[src/hw/scr_pkg.sv]
// scr_pkg: register map, field positions, modes and shared helpers
// for one serial channel; every design file but scr_sync imports it whole.
package scr_pkg;

  localparam int SCR_AW = 4;
  localparam int SCR_DW = 16;
  localparam int SCR_CW = 9;

  // register indices on the plain register port
  localparam logic [3:0] SCR_REG_MODE  = 4'h0;
  localparam logic [3:0] SCR_REG_CTRL0 = 4'h1;
  localparam logic [3:0] SCR_REG_CTRL1 = 4'h2;
  localparam logic [3:0] SCR_REG_TXBUF = 4'h3;
  localparam logic [3:0] SCR_REG_RXBUF = 4'h4;
  localparam logic [3:0] SCR_REG_COND  = 4'h5;
  localparam logic [3:0] SCR_REG_STAT  = 4'h6;
  localparam logic [3:0] SCR_REG_MASK  = 4'h7;
  localparam logic [3:0] SCR_REG_DIV   = 4'h8;

  // serial mode field encodings
  localparam logic [2:0] SCR_MODE_OFF  = 3'h0;
  localparam logic [2:0] SCR_MODE_SYNC = 3'h1;
  localparam logic [2:0] SCR_MODE_A7   = 3'h4;
  localparam logic [2:0] SCR_MODE_A8   = 3'h5;
  localparam logic [2:0] SCR_MODE_A9   = 3'h6;

  // field positions
  localparam int SCR_MODE_EXTCLK = 3;
  localparam int SCR_MODE_OUTEN  = 4;
  localparam int SCR_C0_POL      = 0;
  localparam int SCR_C1_TXEN     = 0;
  localparam int SCR_C1_RXEN     = 1;
  localparam int SCR_C1_TXEMPTY  = 2;
  localparam int SCR_C1_RXDONE   = 3;
  localparam int SCR_RXB_OVR     = 15;
  localparam int SCR_ST_TXE      = 0;
  localparam int SCR_ST_RXC      = 1;
  localparam int SCR_ST_OVR      = 2;

  // reset values and counts
  localparam logic [7:0] SCR_DIV_RST    = 8'h04;
  localparam logic [3:0] SCR_SYNC_BITS  = 4'h8;
  localparam logic [3:0] SCR_OVR_IDX    = 4'h6;
  localparam logic [3:0] SCR_FRAME_XTRA = 4'h2;

  typedef enum logic [1:0] {
    SCR_RX_IDLE, SCR_RX_START, SCR_RX_DATA, SCR_RX_STOP
  } scr_rx_state_t;

  // character length for a mode; clocked mode is always 8 bits
  function automatic logic [3:0] scr_char_len(input logic [2:0] m);
    case (m)
      SCR_MODE_A7: scr_char_len = 4'h7;
      SCR_MODE_A9: scr_char_len = 4'h9;
      default:     scr_char_len = 4'h8;
    endcase
  endfunction

endpackage

[src/hw/scr_sync.sv]
// scr_sync: two-flop synchroniser for pins from outside the clock domain.
// assumes each bit is an independent level; no bus coherency is given.
`timescale 1ns/100ps
module scr_sync #(
  parameter int W = 2
) (
  input  wire logic         clk,
  input  wire logic         rst,
  input  wire logic [W-1:0] d,
  output logic      [W-1:0] q
);

  logic [W-1:0] meta;

  // first stage feeds only the second stage
  always_ff @(posedge clk) begin
    if (rst) begin
      meta <= '1;
      q    <= '1;
    end else begin
      meta <= d;
      q    <= meta;
    end
  end

endmodule

[src/hw/scr_div.sv]
// scr_div: bit-rate down counter, one tick every period+1 cycles.
// assumes run is held for the whole transfer; dropping it reloads first.
`timescale 1ns/100ps
module scr_div
  import scr_pkg::*;
(
  input  wire logic       clk,
  input  wire logic       rst,
  input  wire logic       run,
  input  wire logic [7:0] first,
  input  wire logic [7:0] period,
  output logic            tick
);

  logic [7:0] cnt;

  // first interval may differ so a receiver can aim at mid-bit
  always_ff @(posedge clk) begin
    if (rst) begin
      cnt <= 8'h00;
    end else if (!run) begin
      cnt <= first;
    end else if (cnt == 8'h00) begin
      cnt <= period;
    end else begin
      cnt <= cnt - 8'h01;
    end
  end

  assign tick = run && (cnt == 8'h00);

endmodule

[src/hw/scr_channel.sv]
// scr_channel: one serial channel, clocked synchronous and character
// modes, with overrun detection and mode-field recovery.
// assumes a plain register port on clk and pins from another domain.
//
// Strobed register access and the placing of the registers were decided locally.
`timescale 1ns/100ps

// Behaviour
// - polarity 0: shift on fall, sample rise
// - transmit side alone produces the serial clock
// - dummy data leaves output pin while receiving
// - overrun when done flag set at seventh bit
// - receive buffer undefined after an overrun
// - synchronous recovery: disable, mode 000b, 001b, enable
// - character recovery: disable, 000b, then 100b..110b
module scr_channel
  import scr_pkg::*;
(
  input  wire logic              clk,
  input  wire logic              rst,
  input  wire logic [SCR_AW-1:0] reg_addr,
  input  wire logic [SCR_DW-1:0] reg_wdata,
  input  wire logic              reg_wr,
  input  wire logic              reg_rd,
  output logic      [SCR_DW-1:0] reg_rdata,
  input  wire logic              ext_clk,
  input  wire logic              rxd_pin,
  output logic                   serial_out_pin,
  output logic                   serial_out_oe_n,
  output logic                   clk_out_pin,
  output logic                   clk_out_oe_n,
  output logic                   irq
);

  // software-visible state
  logic [2:0]        serial_mode_field;
  logic              ext_clk_sel;
  logic              out_pin_en;
  logic              clock_polarity_select;
  logic              tx_enable_bit;
  logic              rx_enable_bit;
  logic              tx_buf_full;
  logic              rx_complete_flag;
  logic              overrun_flag;
  logic [SCR_CW-1:0] tx_buffer_register;
  logic [SCR_CW-1:0] rx_buffer_register;
  logic              condition_output_select;
  logic              start_request_bit;
  logic              restart_request_bit;
  logic              stop_request_bit;
  logic [2:0]        irq_status;
  logic [2:0]        irq_mask;
  logic [7:0]        bit_div;

  // shift state
  logic              tx_active;
  logic [3:0]        tx_cnt;
  logic [10:0]       tx_shift;
  logic              clk_out;
  scr_rx_state_t     rx_state;
  logic [3:0]        rx_cnt;
  logic [SCR_CW-1:0] rx_shift;
  logic [SCR_CW-1:0] rx_shift_next;
  logic              char_ovr;

  // pin sampling
  logic [1:0]        pin_q;
  logic              ext_prev;
  logic              rxd_prev;
  logic              tick_tx;
  logic              tick_rx;

  // decoded controls and events
  logic        sync_mode;
  logic        uart_mode;
  logic        idle_lvl;
  logic        chan_reset;
  logic        mode_write;
  logic        tx_start;
  logic        ext_shift;
  logic        ext_sample;
  logic        shift_ev;
  logic        sample_ev;
  logic [3:0]  char_len;
  logic        rx_bit_ev;
  logic [3:0]  rx_bit_idx;
  logic        rx_done_ev;
  logic        ovr_ev;
  logic        rxbuf_read;
  logic        stat_read;
  logic [SCR_DW-1:0] rd_value;

  // align a received character that was shifted in from the top
  function automatic logic [SCR_CW-1:0] scr_align(
    input logic [SCR_CW-1:0] d,
    input logic [3:0]        n
  );
    case (n)
      4'h7:    scr_align = {2'h0, d[8:2]};
      4'h8:    scr_align = {1'h0, d[8:1]};
      default: scr_align = d;
    endcase
  endfunction

  // unused bits above the character act as stop level
  function automatic logic [10:0] scr_frame(
    input logic [SCR_CW-1:0] d,
    input logic [3:0]        n
  );
    case (n)
      4'h7:    scr_frame = {3'h7, d[6:0], 1'h0};
      4'h8:    scr_frame = {2'h3, d[7:0], 1'h0};
      default: scr_frame = {1'h1, d, 1'h0};
    endcase
  endfunction

  scr_sync #(
    .W (2)
  ) u_sync (
    .clk (clk),
    .rst (rst),
    .d   ({ext_clk, rxd_pin}),
    .q   (pin_q)
  );

  scr_div u_tx_div (
    .clk    (clk),
    .rst    (rst),
    .run    (tx_active),
    .first  (bit_div),
    .period (bit_div),
    .tick   (tick_tx)
  );

  scr_div u_rx_div (
    .clk    (clk),
    .rst    (rst),
    .run    (rx_state != SCR_RX_IDLE),
    .first  ({1'h0, bit_div[7:1]}),
    .period (bit_div),
    .tick   (tick_rx)
  );

  // mode decode; any mode write reinitialises the shifters
  assign mode_write = reg_wr && (reg_addr == SCR_REG_MODE);
  assign sync_mode  = serial_mode_field == SCR_MODE_SYNC;
  assign uart_mode  = (serial_mode_field == SCR_MODE_A7) ||
                      (serial_mode_field == SCR_MODE_A8) ||
                      (serial_mode_field == SCR_MODE_A9);
  assign chan_reset = mode_write ||
                      (serial_mode_field == SCR_MODE_OFF);
  assign char_len   = sync_mode ? SCR_SYNC_BITS
                                : scr_char_len(serial_mode_field);
  assign rxbuf_read = reg_rd && (reg_addr == SCR_REG_RXBUF);
  assign stat_read  = reg_rd && (reg_addr == SCR_REG_STAT);

  // idle clock level is high for polarity 0, low for polarity 1
  assign idle_lvl   = ~clock_polarity_select;
  assign ext_shift  = (pin_q[1] != ext_prev) && (pin_q[1] != idle_lvl);
  assign ext_sample = (pin_q[1] != ext_prev) && (pin_q[1] == idle_lvl);

  // edges count only while the transmit side runs a loaded character
  always_comb begin
    shift_ev  = 1'b0;
    sample_ev = 1'b0;
    if (tx_active && sync_mode) begin
      if (ext_clk_sel) begin
        shift_ev  = ext_shift;
        sample_ev = ext_sample;
      end else begin
        shift_ev  = tick_tx && (clk_out == idle_lvl);
        sample_ev = tick_tx && (clk_out != idle_lvl);
      end
    end
  end

  // receive needs no part in starting a transfer
  assign tx_start = !tx_active && tx_enable_bit && tx_buf_full &&
                    (sync_mode || uart_mode) && !chan_reset;

  // edge history of the synchronised pins
  always_ff @(posedge clk) begin
    if (rst) begin
      ext_prev <= 1'b1;
      rxd_prev <= 1'b1;
    end else begin
      ext_prev <= pin_q[1];
      rxd_prev <= pin_q[0];
    end
  end

  // transmit shifter; in clocked mode it also shifts dummy data on receive
  always_ff @(posedge clk) begin
    if (rst || chan_reset) begin
      tx_active      <= 1'b0;
      tx_cnt         <= 4'h0;
      tx_shift       <= '1;
      serial_out_pin <= 1'b1;
    end else if (tx_start) begin
      tx_active <= 1'b1;
      tx_cnt    <= 4'h0;
      tx_shift  <= sync_mode ? {2'h3, tx_buffer_register}
                             : scr_frame(tx_buffer_register, char_len);
    end else if (uart_mode && tick_tx) begin
      serial_out_pin <= tx_shift[0];
      tx_shift       <= {1'b1, tx_shift[10:1]};
      tx_cnt         <= tx_cnt + 4'h1;
      if (tx_cnt == char_len + SCR_FRAME_XTRA - 4'h1) begin
        tx_active <= 1'b0;
      end
    end else if (shift_ev) begin
      serial_out_pin <= tx_shift[0];
      tx_shift       <= {1'b1, tx_shift[10:1]};
    end else if (sample_ev) begin
      tx_cnt <= tx_cnt + 4'h1;
      if (tx_cnt == SCR_SYNC_BITS - 4'h1) begin
        tx_active <= 1'b0;
      end
    end
  end

  // own clock toggles only during a transfer and rests at idle level
  always_ff @(posedge clk) begin
    if (rst) begin
      clk_out <= 1'b1;
    end else if (!tx_active || ext_clk_sel || !sync_mode) begin
      clk_out <= idle_lvl;
    end else if (tick_tx) begin
      clk_out <= ~clk_out;
    end
  end

  // driven pins; enables are low while the pin is driven
  assign clk_out_pin     = clk_out;
  assign clk_out_oe_n    = ~(sync_mode && !ext_clk_sel);
  assign serial_out_oe_n = ~out_pin_en;

  // character receiver: start check at mid-bit, then one sample per bit
  always_ff @(posedge clk) begin
    if (rst || chan_reset) begin
      rx_state <= SCR_RX_IDLE;
      rx_cnt   <= 4'h0;
    end else begin
      case (rx_state)
        SCR_RX_IDLE: begin
          if (uart_mode && rx_enable_bit && rxd_prev && !pin_q[0]) begin
            rx_state <= SCR_RX_START;
          end
        end
        SCR_RX_START: begin
          if (tick_rx) begin
            rx_cnt   <= 4'h0;
            rx_state <= pin_q[0] ? SCR_RX_IDLE : SCR_RX_DATA;
          end
        end
        SCR_RX_DATA: begin
          if (tick_rx) begin
            rx_cnt <= rx_cnt + 4'h1;
            if (rx_cnt == char_len - 4'h1) begin
              rx_state <= SCR_RX_STOP;
            end
          end
        end
        SCR_RX_STOP: begin
          if (tick_rx) begin
            rx_state <= SCR_RX_IDLE;
          end
        end
        default: rx_state <= SCR_RX_IDLE;
      endcase
    end
  end

  // one receive bit path for both modes
  assign rx_bit_ev  = sync_mode ? (sample_ev && rx_enable_bit)
                                : (rx_state == SCR_RX_DATA && tick_rx);
  assign rx_bit_idx = sync_mode ? tx_cnt : rx_cnt;
  assign rx_done_ev = sync_mode ? (sample_ev && rx_enable_bit &&
                                   tx_cnt == SCR_SYNC_BITS - 4'h1)
                                : (rx_state == SCR_RX_STOP && tick_rx);
  assign ovr_ev     = rx_bit_ev && (rx_bit_idx == SCR_OVR_IDX) &&
                      rx_complete_flag;

  // value after this cycle's bit; in clocked mode the last bit and the
  // buffer load share one edge, so the buffer must see this value
  assign rx_shift_next = rx_bit_ev ? {pin_q[0], rx_shift[SCR_CW-1:1]}
                                   : rx_shift;

  // receive shift register fills from the top
  always_ff @(posedge clk) begin
    if (rst || chan_reset) begin
      rx_shift <= '0;
    end else if (rx_bit_ev) begin
      rx_shift <= rx_shift_next;
    end
  end

  // buffer still loads after an overrun; its content is not trusted then
  always_ff @(posedge clk) begin
    if (rst || chan_reset) begin
      rx_buffer_register <= '0;
      rx_complete_flag   <= 1'b0;
      char_ovr           <= 1'b0;
    end else begin
      if (ovr_ev) begin
        char_ovr <= 1'b1;
      end
      if (rx_done_ev) begin
        rx_buffer_register <= scr_align(rx_shift_next, char_len);
        rx_complete_flag   <= 1'b1;
        char_ovr           <= 1'b0;
      end else if (rxbuf_read) begin
        rx_complete_flag <= 1'b0;
      end
    end
  end

  // overrun stays until receive is disabled or the mode is rewritten
  always_ff @(posedge clk) begin
    if (rst || chan_reset) begin
      overrun_flag <= 1'b0;
    end else if (ovr_ev) begin
      overrun_flag <= 1'b1;
    end else if (!rx_enable_bit) begin
      overrun_flag <= 1'b0;
    end
  end

  // sticky events; a new event wins over the clearing read
  always_ff @(posedge clk) begin
    if (rst) begin
      irq_status <= 3'h0;
    end else begin
      irq_status <= (stat_read ? 3'h0 : irq_status) |
                    {ovr_ev,
                     rx_done_ev && !char_ovr && !ovr_ev,
                     tx_start};
    end
  end

  assign irq = |(irq_status & irq_mask);

  // transmit buffer: a write sets full even in the cycle it is taken
  always_ff @(posedge clk) begin
    if (rst) begin
      tx_buffer_register <= '0;
      tx_buf_full        <= 1'b0;
    end else if (reg_wr && reg_addr == SCR_REG_TXBUF) begin
      tx_buffer_register <= reg_wdata[SCR_CW-1:0];
      tx_buf_full        <= 1'b1;
    end else if (tx_start || chan_reset) begin
      tx_buf_full <= 1'b0;
    end
  end

  // control registers written by software
  always_ff @(posedge clk) begin
    if (rst) begin
      serial_mode_field       <= SCR_MODE_OFF;
      ext_clk_sel             <= 1'b0;
      out_pin_en              <= 1'b0;
      clock_polarity_select   <= 1'b0;
      tx_enable_bit           <= 1'b0;
      rx_enable_bit           <= 1'b0;
      condition_output_select <= 1'b0;
      start_request_bit       <= 1'b0;
      restart_request_bit     <= 1'b0;
      stop_request_bit        <= 1'b0;
      irq_mask                <= 3'h0;
      bit_div                 <= SCR_DIV_RST;
    end else if (reg_wr) begin
      case (reg_addr)
        SCR_REG_MODE: begin
          serial_mode_field <= reg_wdata[2:0];
          ext_clk_sel       <= reg_wdata[SCR_MODE_EXTCLK];
          out_pin_en        <= reg_wdata[SCR_MODE_OUTEN];
        end
        SCR_REG_CTRL0: clock_polarity_select <= reg_wdata[SCR_C0_POL];
        SCR_REG_CTRL1: begin
          tx_enable_bit <= reg_wdata[SCR_C1_TXEN];
          rx_enable_bit <= reg_wdata[SCR_C1_RXEN];
        end
        SCR_REG_COND: begin
          condition_output_select <= reg_wdata[0];
          start_request_bit       <= reg_wdata[1];
          restart_request_bit     <= reg_wdata[2];
          stop_request_bit        <= reg_wdata[3];
        end
        SCR_REG_MASK: irq_mask <= reg_wdata[2:0];
        SCR_REG_DIV:  bit_div  <= reg_wdata[7:0];
        default: ;
      endcase
    end
  end

  // read mux; unmapped addresses read zero
  always_comb begin
    rd_value = '0;
    case (reg_addr)
      SCR_REG_MODE: begin
        rd_value[2:0]            = serial_mode_field;
        rd_value[SCR_MODE_EXTCLK] = ext_clk_sel;
        rd_value[SCR_MODE_OUTEN]  = out_pin_en;
      end
      SCR_REG_CTRL0: rd_value[SCR_C0_POL] = clock_polarity_select;
      SCR_REG_CTRL1: begin
        rd_value[SCR_C1_TXEN]    = tx_enable_bit;
        rd_value[SCR_C1_RXEN]    = rx_enable_bit;
        rd_value[SCR_C1_TXEMPTY] = ~tx_buf_full;
        rd_value[SCR_C1_RXDONE]  = rx_complete_flag;
      end
      SCR_REG_TXBUF: rd_value[SCR_CW-1:0] = tx_buffer_register;
      SCR_REG_RXBUF: begin
        rd_value[SCR_CW-1:0]  = rx_buffer_register;
        rd_value[SCR_RXB_OVR] = overrun_flag;
      end
      SCR_REG_COND: rd_value[3:0] = {stop_request_bit, restart_request_bit,
                                     start_request_bit,
                                     condition_output_select};
      SCR_REG_STAT: rd_value[2:0] = irq_status;
      SCR_REG_MASK: rd_value[2:0] = irq_mask;
      SCR_REG_DIV:  rd_value[7:0] = bit_div;
      default: rd_value = '0;
    endcase
  end

  // read data stands only in the cycle after the strobe
  always_ff @(posedge clk) begin
    if (rst) begin
      reg_rdata <= '0;
    end else begin
      reg_rdata <= reg_rd ? rd_value : '0;
    end
  end

endmodule

[config.mk]
export PLATFORM = sky130hd
export DESIGN_NAME = scr_channel
export DESIGN_NICKNAME = d
export VERILOG_FILES = /design/src/hw/scr_pkg.sv /design/src/hw/scr_sync.sv /design/src/hw/scr_div.sv /design/src/hw/scr_channel.sv
export SDC_FILE = /design/constraint.sdc
export NUM_CORES = 1
export LEC_CHECK = 0
export BUFFER_PORTS_ARGS = -buffer_cell sky130_fd_sc_hd__buf_2
export CAP_MARGIN = 20
export CORE_UTILIZATION = 38
export CTS_CLUSTER_DIAMETER = 120
export DETAILED_ROUTE_END_ITERATION = 10
export GPL_ROUTABILITY_DRIVEN = 0
export PLACE_DENSITY_LB_ADDON = 0.08
export SLEW_MARGIN = 20
export SYNTH_ARGS = -nofsm -noshare
export SYNTH_HDL_FRONTEND = slang
export SYNTH_SLANG_ARGS = --single-unit
[constraint.sdc]
create_clock -name clk -period 3 [get_ports clk]
set_input_delay 0.6 -clock clk [delete_from_list [all_inputs] [get_ports clk]]
set_output_delay 0.6 -clock clk [all_outputs]
set_load 0.01 [all_outputs]
==> run metrics <==
outcome=finished clean; area of the multi-input gates=3120 sq um; die area=15,400 sq um; Final Setup Violations=0; max-cap violations=0; gr ovfl total=0; fillers=1,508; maximum VDD drop=0.000274 V; DRT iter0 DRCs=386; share of cells above drive strength 1=13.4%; Sequential Power Share=51.7%; Resized Gates After CTS=0; CP startpoint kind=register; Worst Tran Pin Value=0.655 ns; CP endpoint kind=register; wire length per cell=17.5 um; clock slew at reported path FFs=0.07 ns; Hold/Removal Path Class=reg -> reg; vias per inst=5.54; Yosys cell types=72; gr usage total=21.5%; Worst EP required=3.29 ns; WL final=15,500 um; Num CTS Buffers=9; register cell area after layout=2240 sq um; first-pass GRT wire length=24,600 um; syn_area_per_cell=8.33 sq um; Yosys reg bits=112; fin crit share=85.8%; YS warnings=0; effective utilization at floorplan=38.9%; power density cells=465 nW/um^2; root buf cell=clkbuf_16; Synth Flop Type=dfxtp_1; Chip Width=124 um; Leakage=0.00232 uW; largest net degree at the start of global routing=40; synthesized area=5650 sq um; core area=14,500 sq um; clock sinks=112; Clock Path Buffers=2; Clock Skew=0.0109 ns; # port buffers=33; CP max FO=26; TritonCTS clock tree=yes; hold-fix buffers at CTS=0; initial antenna violation count=0; DP Wirelength=11,300 um; commonest non-fill, non-tap cell in the layout=dfxtp_1; Worst-Skew Late Latency=0.36 ns; WP data arrival=2.87 ns; switching pwr=691 uW; hold depth=1; Post-synth ARST share=0%; cell count after synthesis=679; setup_tns=0 ns; Ant. Diodes=0; sequential-to-total area share from yosys stat=39.7%; Die Span Y=124 um; buffer count from post-CTS setup fixing=0; Fmax achieved=388 MHz; row count=44; number of synthesized flops with an enable pin=0; switching part of the total=23.6%; clock power share=42.5%; Gate power share=5.8%; router iterations before antenna repair=6; routed vias=4,918; P&R area growth vs syn=11.3%; Core Util, Final=43.3%; vias in the first global route=4,576; most frequent cells in the layout=dfxtp_1, nor2_1, nand2_1; IO Pins=47; H-tree levels=3; fin nets=736; Final Critical Period=2.57 ns; CP Class=reg -> reg; P_int=2230 uW; DRC viols=0; Worst Reg-to-Reg Cells=10; antenna-violating nets left=0; Max Slew Vio Count=0; RSZ-0062 raised after global routing=false; Fin. Hold Viols=0; Rel. slew slack=55.8%
-- metal layers --
layer	part of all wire [%]	track usage (%)
met1	49	29.3
met4	1.5	5.95
met5	0	0
met3	3.8	4.67
met2	46	34.0
-- layout make-up --
cell class | count | area share [%]
clock buffers | 12 | 3.92
clock inverters | 4 | 0.835
inverters | 16 | 0.955
multi-input cells | 506 | 49.7
flip-flops and latches | 112 | 35.6
well taps | 184 | 3.66
repair buffers | 54 | 5.33
-- through the flow --
| stage | hold WS [ns] | total power [uW] | instance area (sq um) | cells | setup WS (ns) |
|---|---|---|---|---|---|
| 6_report | 0.413 | 2920 | 6290 | 888 | 0.426 |
| 4_1_cts | 0.410 | 2960 | 6290 | 888 | 0.394 |
| 3_3_place_gp | 0.397 | 1710 | 5990 | 872 | 0.428 |
| 2_1_floorplan | 0.389 | 1660 | 5670 | 684 | 0.761 |
| 5_1_grt | 0.417 | 3020 | 6290 | 888 | 0.159 |
| 3_5_place_dp | 0.396 | 1710 | 5990 | 872 | 0.427 |
-- cell families (layout without fill, tap and decap cells) --
family / count (synthesis) / after routing / synth area share (%)
AO/OA/AOI/OAI: 166 / 166 / 19.3
AND/OR/NAND/NOR: 265 / 265 / 22.4
XOR/XNOR: 22 / 22 / 3.41
buffers and inverters: 66 / 86 / 5.67
other: 1 / 6 / 0.0663
flip-flops: 112 / 112 / 39.7
adder cells (fa/ha/maj): 11 / 11 / 2.43
multiplexers: 36 / 36 / 7.06
-- worst paths after layout --
kind	from	endpoint	slack [ns]
max	u_tx_div.cnt[0]	rx_buffer_register[8]	0.43
min	u_sync.meta[0]	u_sync.q[0]	0.41
max reg2reg	u_tx_div.cnt[0]	rx_buffer_register[8]	0.43
min reg2reg	u_sync.meta[0]	u_sync.q[0]	0.41
-- power by group through the flow --
stage / Sequential (uW) / Combinational, uW / Clock [uW]
2_1_floorplan: 1540 / 120 / 0
3_3_place_gp: 1550 / 166 / 0
3_5_place_dp: 1550 / 168 / 0
4_1_cts: 1510 / 169 / 1280
5_1_grt: 1510 / 187 / 1320
6_report: 1510 / 169 / 1240
-- cell usage after synthesis, types with 3 or more instances --
cell type / instances / share of area (%)
or3_1: 4 / 0.44
nor3_1: 15 / 1.3
nor4_1: 4 / 0.44
nor2b_1: 6 / 0.66
xor2_1: 9 / 1.4
and2_1: 8 / 0.89
ha_1: 11 / 2.4
buf_6: 4 / 0.80
nand2_1: 82 / 5.4
nand2b_1: 4 / 0.44
mux2i_1: 29 / 5.1
or2_2: 7 / 0.77
a21oi_1: 58 / 5.1
a211oi_1: 16 / 2.1
a221o_1: 6 / 1.1
o31ai_1: 3 / 0.40
mux2_2: 3 / 0.60
a31oi_1: 6 / 0.66
buf_4: 7 / 0.93
a22oi_1: 8 / 1.1
a32oi_1: 4 / 0.62
o21ai_0: 29 / 2.6
dfxtp_1: 112 / 40
a222oi_1: 5 / 0.89
inv_1: 15 / 1.0
nor2_1: 82 / 5.4
a221oi_1: 6 / 0.93
nand4b_1: 4 / 0.62
nand3b_1: 4 / 0.53
clkbuf_1: 25 / 1.7
nand3_1: 26 / 2.3
buf_2: 11 / 0.97
and3_1: 5 / 0.55
xnor2_1: 13 / 2.0
-- critical path: stages, from the launching register on --
cell and delay, ns:
dfxtp_1 0.32, inv_1 0.08, ha_1 0.19, or3b_1 0.37, nor4b_2 0.30, o2111ai_1 0.18, o41a_1 0.22, buf_12 0.20
mux2i_1 0.16, or3_1 0.36, a21oi_1 0.14
-- state kept, by name, summed over array words and instances (netlist names), 8 cells and up, named ones only --
signal	cells
bit_div	8
reg_rdata	10
rx_buffer_register	9
rx_shift	9
tx_buffer_register	9
tx_shift	10
u_rx_div.cnt	8
u_tx_div.cnt	8
Note: power is estimated with default switching activity, not from simulation.
